--- src/rtl/prst_fifo.sv ---
// Parameterised first-in first-out buffer with flush
module prst_fifo #(
    parameter int unsigned WIDTH = 14,
    parameter int unsigned DEPTH = 16
) (
    // Clock and reset
    input wire logic mclk,
    input wire logic sys_rst,
    input wire logic flush,
    // Filling side
    input wire logic in_valid,
    output logic in_ready,
    input wire logic [WIDTH-1:0] in_data,
    // Draining side
    output logic out_valid,
    input wire logic out_ready,
    output logic [WIDTH-1:0] out_data,
    // Fill level
    output logic [$clog2(DEPTH):0] level
);
    localparam int unsigned PW = $clog2(DEPTH);

    if (DEPTH < 2 || (1 << PW) != DEPTH) begin : g_depth_check
        $error("prst_fifo depth must be a power of two, at least 2");
    end
    if (WIDTH < 1) begin : g_width_check
        $error("prst_fifo width must be at least 1");
    end

    typedef struct packed {
        logic [DEPTH-1:0][WIDTH-1:0] mem;
        logic [PW-1:0] wr;
        logic [PW-1:0] rd;
        logic [PW:0] cnt;
    } prst_fifo_state_type;

    prst_fifo_state_type s_reg;
    prst_fifo_state_type s_next;
    logic push;
    logic pop;

    assign in_ready = (s_reg.cnt != (PW + 1)'(DEPTH));
    assign out_valid = (s_reg.cnt != '0);
    assign out_data = s_reg.mem[s_reg.rd];
    assign level = s_reg.cnt;
    assign push = in_valid & in_ready;
    assign pop = out_valid & out_ready;

    always_comb begin
        s_next = s_reg;
        if (push) begin
            s_next.mem[s_reg.wr] = in_data;
            s_next.wr = s_reg.wr + 1'b1;
        end
        if (pop) begin
            s_next.rd = s_reg.rd + 1'b1;
        end
        if (push && !pop) begin
            s_next.cnt = s_reg.cnt + 1'b1;
        end else if (pop && !push) begin
            s_next.cnt = s_reg.cnt - 1'b1;
        end
        // Flush drops queued items; memory contents are left stale
        if (flush) begin
            s_next.wr = '0;
            s_next.rd = '0;
            s_next.cnt = '0;
        end
    end

    always_ff @(posedge mclk or posedge sys_rst) begin
        if (sys_rst) begin
            s_reg <= '0;
        end else begin
            s_reg <= s_next;
        end
    end
endmodule

--- config.mk ---
export PLATFORM = sky130hd
export DESIGN_NAME = prst_fifo
export DESIGN_NICKNAME = d
export VERILOG_FILES = /design/src/rtl/prst_fifo.sv
export SDC_FILE = /design/constraint.sdc
export NUM_CORES = 1
export LEC_CHECK = 0
export ABC_AREA = 1
export BUFFER_PORTS_ARGS = -buffer_cell sky130_fd_sc_hd__buf_2
export CAP_MARGIN = 20
export CORE_ASPECT_RATIO = 1.75
export CORE_MARGIN = 2
export CORE_UTILIZATION = 59
export DETAILED_ROUTE_END_ITERATION = 10
export HOLD_SLACK_MARGIN = 0.08
export PLACE_DENSITY = 0.84
export REMOVE_ABC_BUFFERS = 1
export SLEW_MARGIN = 20
export SYNTH_ARGS = -nofsm -noshare
export SYNTH_HDL_FRONTEND = slang
export SYNTH_SLANG_ARGS = --single-unit
--- constraint.sdc ---
create_clock -name mclk -period 10 [get_ports mclk]
set_input_delay 1 -clock mclk [delete_from_list [all_inputs] [get_ports mclk]]
set_output_delay 1 -clock mclk [all_outputs]
set_load 0.05 [all_outputs]
=== After elaboration in Yosys (flattened, before gate mapping) ===
Index checks and enable logic that the tools add are counted.

* Add/subtract/negate cells: 4
* Order comparisons: 3
* Eq/ne operators: 1
* Mux-type cells: 10
* Bitwise logic cells: 2
* Reductions and logical operators: 9

{| class="wikitable"
|+ Operator list
! kind !! count
|-
| 224-bit bitwise mux || 1
|-
| 14-bit binary-select mux with 4-bit select || 1
|-
| 14-bit demux with 4-bit select || 1
|-
| 14-bit two-way mux || 2
|-
| 13-bit two-way mux || 1
|-
| 4-bit by 5-bit < comparator with 1-bit output, second input constant || 2
|-
| 5-bit two-way mux || 2
|-
| 4-bit by 1-bit adder with 4-bit output, second input constant || 2
|-
| 4-bit two-way mux || 2
|-
| 5-bit by 1-bit adder with 5-bit output, second input constant || 1
|-
| 5-bit inequality test, second input constant || 1
|-
| 5-bit nonzero test || 1
|-
| 5-bit by 1-bit subtractor with 5-bit output, second input constant || 1
|-
| 4-bit by 1-bit >= comparator with 1-bit output, second input constant || 1
|-
| 2-bit nonzero test || 2
|-
| 1-bit logical AND || 3
|-
| 3-bit nonzero test || 1
|-
| 1-bit AND || 2
|-
| 1-bit zero test || 2
|}

* Register bits after elaboration: 237
* Input port bits: 19
* Output and inout bits: 21
* Word-level logic and storage cells: 48

=== Logic depth before layout (Yosys ltp) ===
Gate-level depths: netlist of run 1.

* Depth after elaboration: 7
* Depth in mapped cells: 16

=== Worst setup path before layout of run 1 ===
No wires, ideal clock.

* Path kind: register to output
* From: register s_reg[5] in the netlist's numbering
* To: output out_data[1]
* Data arrival time: 1.609 ns
* Setup slack: 7.391 ns
* Cell stages (with the launch flop): 11
* Buffers on the path: 3
* Path through: dfrtp_1 -> buf_2 -> inv_1 -> buf_2 -> buf_4 -> nor2_1 -> nor2_1 -> o21ai_0 -> o211ai_1 -> nand3_1 -> nand2_1

* Longest elaborated chain between the ends: 2

{| class="wikitable"
|+ Ends and longest elaborated chain
! element !! RTL line !! source
|-
| start: declaration || 37 || <nowiki>prst_fifo_state_type s_reg;</nowiki>
|-
| start signal: assignment || 75 || <nowiki>s_reg <= s_next;</nowiki>
|-
| 14-bit binary-select mux with 4-bit select || 44 || <nowiki>assign out_data = s_reg.mem[s_reg.rd];</nowiki>
|-
| 14-bit two-way mux (not written as such) || 44 ||
|-
| end: declaration || 17 || <nowiki>output logic [WIDTH-1:0] out_data,</nowiki>
|}

Every way passes these cells. The select of a mux whose other input is x is not followed.

=== Worst setup path in the final report of run 1 ===
* From: register s_reg[5] in the netlist's numbering
* To: output out_data[0]

The elaborated chain is that of the path after synthesis.

==> results of run 1 <==
[through the flow]
stage / util [%] / cell area (sq um) / instances
floorplan: - / 10800 / 1187
global placement: 59.3 / 11400 / 1473
detailed placement: 59.3 / 11400 / 1473
CTS: 63.2 / 12100 / 1510
global route: 63.3 / 12100 / 1510
finish: 63.3 / 12100 / 1510
[worst max-delay path, delay by kind of cell, from the launching register on]
| kind | cells | cell delay, ns |
|---|---|---|
| AOI/OAI and AO/OA | 2 | 0.40 |
| and+or+nand+nor | 2 | 0.24 |
| buffers and inverters | 3 | 1.39 |
| DFF | 1 | 0.59 |
[where the power goes]
group | internal (mW) | leakage [nW] | switching, mW
combinational | 0.327 | 1.91 | 0.795
clock | 0.520 | 0.367 | 0.358
sequential | 1.11 | 3.21 | 0.0998
total | 1.96 | 5.49 | 1.25
[cell usage after synthesis (8+ instances only)]
master,n
a21oi_1,14
ha_1,8
o21ai_1,95
nor2_1,151
o21ai_0,190
o211ai_1,56
nand2_1,264
nand4_4,15
o21ai_2,57
clkbuf_1,42
dfrtp_1,237
buf_2,16
buf_6,31
nand3_1,39
inv_1,39
[final timing paths]
kind / start / endpoint / cells past startpoint / slack (ns)
setup reg to reg: s_reg[11]$_DFFE_PP0P_ / s_reg[19]$_DFFE_PP0P_ / 3 / 7.48
setup / recovery: s_reg[5]$_DFFE_PP0P_ / out_data[0] / 7 / 5.83
hold reg to reg: s_reg[75]$_DFFE_PP0P_ / s_reg[75]$_DFFE_PP0P_ / 2 / 0.48
min in group asynchronous: sys_rst / s_reg[126]$_DFFE_PP0P_ / 2 / 0.61
max in group asynchronous: sys_rst / s_reg[199]$_DFFE_PP0P_ / 3 / 8.13
hold / removal: s_reg[75]$_DFFE_PP0P_ / s_reg[75]$_DFFE_PP0P_ / 2 / 0.48
[final cells by class]
| cell class | count | share of cell area (%) |
|---|---|---|
| clock buffer | 27 | 4.84 |
| clock inverter | 10 | 1.29 |
| inverter | 42 | 1.46 |
| multi-input combinational | 908 | 39.0 |
| sequential | 237 | 48.9 |
| tap | 241 | 2.48 |
| timing repair buffer | 45 | 2.01 |
[layer usage]
layer / vias to the layer above / part of all wire, % / GRT usage, %
li1: 4280 / - / -
met1: 4487 / 39 / 38.7
met2: 411 / 49 / 45.5
met3: 102 / 7.4 / 4.10
met4: 0 / 5.1 / 13.5
met5: - / 0 / 0
[layout by cell type (no fill, tap or decap), types with 8 or more instances in the layout]
cell	Yosys	layout
nand3_1	39	39
buf_2	16	39
inv_1	39	37
nand2_1	264	264
o211ai_1	56	56
a21oi_1	14	14
ha_1	8	8
o21ai_0	190	190
o21ai_2	57	57
clkbuf_16	0	21
nand4_4	15	15
dfrtp_1	237	235
nor2_1	151	151
o21ai_1	95	95
[logic make-up after synthesis]
| family | share of synthesized area (%) |
|---|---|
| buffers and inverters | 7.45 |
| XOR/XNOR | 0.152 |
| flip-flops | 51.4 |
| AND/OR/NAND/NOR | 18.9 |
| AO/OA/AOI/OAI | 21.0 |
| adder cells (fa/ha/maj) | 1.04 |
==> metrics, run 1 <==
status=completed; max FFs per register=232; drt total wl=about 28000 um; CP Data Arrival Time=3.17 ns; leakage=between 5 and 6 nW; Critical Path RT=9.00 ns; PwrDens=264 nW/um^2; post-synth top area cell=dfrtp_1; CTS tree=built; GRT overflow=0; Gate Count Post-Synth=between 1k and 1.5k; peak supply drop=0.184 mV; Area contributors post-synth=dfrtp_1 (51%), nand2_1 (8.6%), o21ai_0 (8.2%), nor2_1 (4.9%), o21ai_2 (4.3%); post-DP HPWL=about 15000 um; setup bufs post-CTS=0; Seq/Total Area, Yosys=around 51%; Die H=189 um; setup total negative slack=0 ns; pin count of the biggest net entering global routing=152; H-tree depth=1; multi-input combinational cell area=4740 sq um; main flop type after synthesis=dfrtp_1; WL/cell=18.6 um; DIE AREA=20700 sq um; count of final setup violators=0; Filler Cell Count=1558; Tcrit/Tclk final=41.7%; relative slew slack=33.6%; synth unique cells=33; initial antenna violation count=0; syn_area_per_cell=8.95 sq um; Via density=between 6 and 7; CP max stage cell=buf_4; port bufs=39; Max Clock Skew=0.0173 ns; layout cells sized above 1=a little over an eighth; Max-cap violations=0; Post-synth EDFFs=0; post-synth top area share=51.4%; diode count=0; worst slack, placed=6.41 ns; Slew @ Worst Pin=0.996 ns; FFs w/ async S/R, synth=100%; CP cell instances=clkinv_2 > buf_4 > o21ai_0 > o211ai_1 > nand3_1 > nand2_1 > buf_2; synthesized area=11500 sq um; Clk Latency, worst-skew pair=0.51 ns; first-pass GRT wire length=46700 um; Yosys warnings=0; Root Buffer Master=clkbuf_16; vias in the first global route=9049; Final ANT Viol Nets=0; Die X=110 um; Starting Density=60.1%; Final Hold Vio Count=0; vias=9280; Critical Path Max Stage Delay=0.70 ns; Area growth syn-to-layout=5.32%; clk sink count=237; row count=67; RSZ-0062 raised after global routing=no; core area=~19000 sq um; crit end category=output port; Resized Gates After CTS=0; I/O pin cnt=40; # DRC=0; Final Power=3.21 mW; register area=5940 sq um; First-pass DRT Iterations=5; Tmin final=4.17 ns; synthesis-stage register bit count=237; worst min path class=flop to flop; max-slew violation count=0; FMAX=240 MHz; initial DRC count=1084; CTS max path bufs=3; hold_buf cts=0; critical setup path kind=flop to output port; Clock Pin Slew Worst Setup and Hold Paths=0.07 ns; routability cong.=0.798; hold_ws=0.478 ns; CP startpoint kind=flop; setup ws final=5.83 ns; GRT Util Overall=28.7%; number of nets in the layout=roughly 1.3k; worst-path maximum fanout=68; number of clock buffers inserted by TritonCTS=21
No activity file was read; power rests on OpenSTA's default activity.
==> inputs of run 2 (changes only) <==
Settings changed: CORE_UTILIZATION 59 to 56.
Clock period 10 ns to 3.6 ns, I/O delays scaled along.
==> metrics, run 2 (synthesis results as in run 1) <==
CTS tree=built; Logic pwr share=36.7%; row count=69; Net Sw Frac=40.1%; commonest non-fill, non-tap cell in the layout=nand2_1; CP max stage cell=buf_4; Root Buffer Master=clkbuf_16; post-route cell area=between 10000 and 15000 sq um; status=completed; Tcrit/Tclk final=81.8%; Cell Area, Placed=11500 sq um; Die H=194 um; critical setup path kind=flop to output port; GRT Util Overall=between 20% and 30%; WL/cell=18.3 um; max FFs per register=232; initial DRC count=899; CP startpoint kind=flop; Max Clock Skew=approximately 0.014 ns; initial antenna violation count=0; First-pass DRT Iterations=5; peak supply drop=0.732 mV; power share of the clock group=24.0%; Clk Latency, worst-skew pair=0.50 ns; GRT overflow=0; Final Power=8.59 mW; relative slew slack=34.9%; vias=9178; Final ANT Viol Nets=0; diode count=0; RSZ-0062 raised after global routing=no; Max-cap violations=0; worst slack, placed=1.18 ns; Final Util=59.6%; number of clock buffers inserted by TritonCTS=21; Area growth syn-to-layout=4.85%; Die X=112 um; port bufs=39; worst-path maximum fanout=94; sequential fraction of design power=39.3%; clk sink count=~240; Tmin final=2.94 ns; H-tree depth=1; CTS max path bufs=3; FMAX=between 300 and 400 MHz; CP Data Arrival Time=2.58 ns; Slew @ Worst Pin=0.976 ns; worst min path class=primary input to asynchronous set/reset pin; count of final setup violators=0; vias in the first global route=9191; core area=20300 sq um; max-slew violation count=0; Critical Path RT=approximately 3.2 ns; setup ws final=0.655 ns; number of nets in the layout=1289; Starting Density=56.8%; P_sw=3.45 mW; I/O pin cnt=40; PwrDens=slightly above 700 nW/um^2; Int Pwr=5.14 mW; leakage=5.46 nW; first-pass GRT wire length=46100 um; # DRC=0; drt total wl=27900 um; layout cells sized above 1=13.0%; most frequent cells in the layout=nand2_1 (264), dfrtp_1 (235), o21ai_0 (190); Clock Pin Slew Worst Setup and Hold Paths=~0.07 ns; Final Hold Vio Count=0; DIE AREA=between 20000 and 25000 sq um; pin count of the biggest net entering global routing=125; Via density=around 6; crit end category=output port; CP cell instances=buf_4 > o21ai_0 > o211ai_1 > nand3_1 > nand2_1 > buf_2; Critical Path Max Stage Delay=~0.76 ns; routability cong.=between 0.8 and 0.9; post-DP HPWL=15700 um
==> run 2: changes by cell type in the layout (fill, tap and decap cells not counted), sizes merged <==
cell         before  now
buf              45   50
bufinv            4    0
clkbuf           27   28
clkinv            7    6
clkinvlp          1    0
dlygate4sd3       0    1
==> run 2: routing by layer <==
| layer | vias up | GRT usage [%] | part of all wire [%] |
|---|---|---|---|
| li1 | 4287 | - | - |
| met1 | 4453 | 33.1 | 39 |
| met2 | 359 | 44.5 | 50 |
| met3 | 79 | 2.09 | 6.2 |
| met4 | 0 | 13.4 | 4.4 |
| met5 | - | 0 | 0 |
==> run 2: area by class of cell <==
| type | instances | area, sq um |
|---|---|---|
| Tap cell | 248 | 310 |
| Timing Repair Buffer | 51 | 325 |
| Inverter | 42 | 173 |
| Clock inverter | 4 | 23.8 |
| Fill cell | 1647 | 8200 |
| Sequential cell | 237 | 5940 |
| Multi-Input combinational cell | 908 | 4740 |
| Clock buffer | 28 | 582 |
==> run 2: repair_timing <==
action | in CTS | in global routing
hold endpoints to repair | 1 | 0
resized for setup | 0 | 0
hold buffers | 1 | 0
setup buffers | 0 | 0
==> run 2: final timing paths <==
check / start / end / slack, ns / depth (start not counted)
min in group mclk: in_valid / s_reg[9]$_DFFE_PP0P_ / 0.25 / 4
worst min-delay path: sys_rst / s_reg[232]$_DFFE_PP0P_ / 0.05 / 2
worst max-delay path: s_reg[6]$_DFFE_PP0P_ / out_data[10] / 0.66 / 6
max in group asynchronous: sys_rst / s_reg[101]$_DFFE_PP0P_ / 2.68 / 3
worst min register to register: s_reg[107]$_DFFE_PP0P_ / s_reg[107]$_DFFE_PP0P_ / 0.48 / 2
worst max register to register: s_reg[11]$_DFFE_PP0P_ / s_reg[24]$_DFFE_PP0P_ / 1.12 / 3
==> run 2: worst max-delay path, delay by kind of cell, from the launching register on <==
kind	cells	cell delay [ns]
AOI/OAI and AO/OA	2	0.45
buffers and inverters	2	1.03
DFF	1	0.36
and+or+nand+nor	2	0.25
==> run 2: metrics by stage <==
| step | cells | hold slack [ns] | TNS, ns |
|---|---|---|---|
| final | 1518 | 0.0496 | 0 |
| after floorplan | 1187 | 0.423 | -790.53 |
| after global routing | 1518 | 0.138 | 0 |
| after detailed placement | 1485 | 0.462 | 0 |
| after CTS | 1518 | 0.0856 | 0 |
| after global placement | 1485 | 0.458 | 0 |
==> run 2: power groups by stage <==
stage          Combinational [mW]  Clock, mW  Sequential [mW]
3_3_place_gp                 3.07          0             3.39
6_report                     3.15       2.06             3.38
5_1_grt                      3.50       2.19             3.42
3_5_place_dp                 3.13          0             3.41
4_1_cts                      3.15       2.08             3.36
2_1_floorplan                2.26          0             3.49
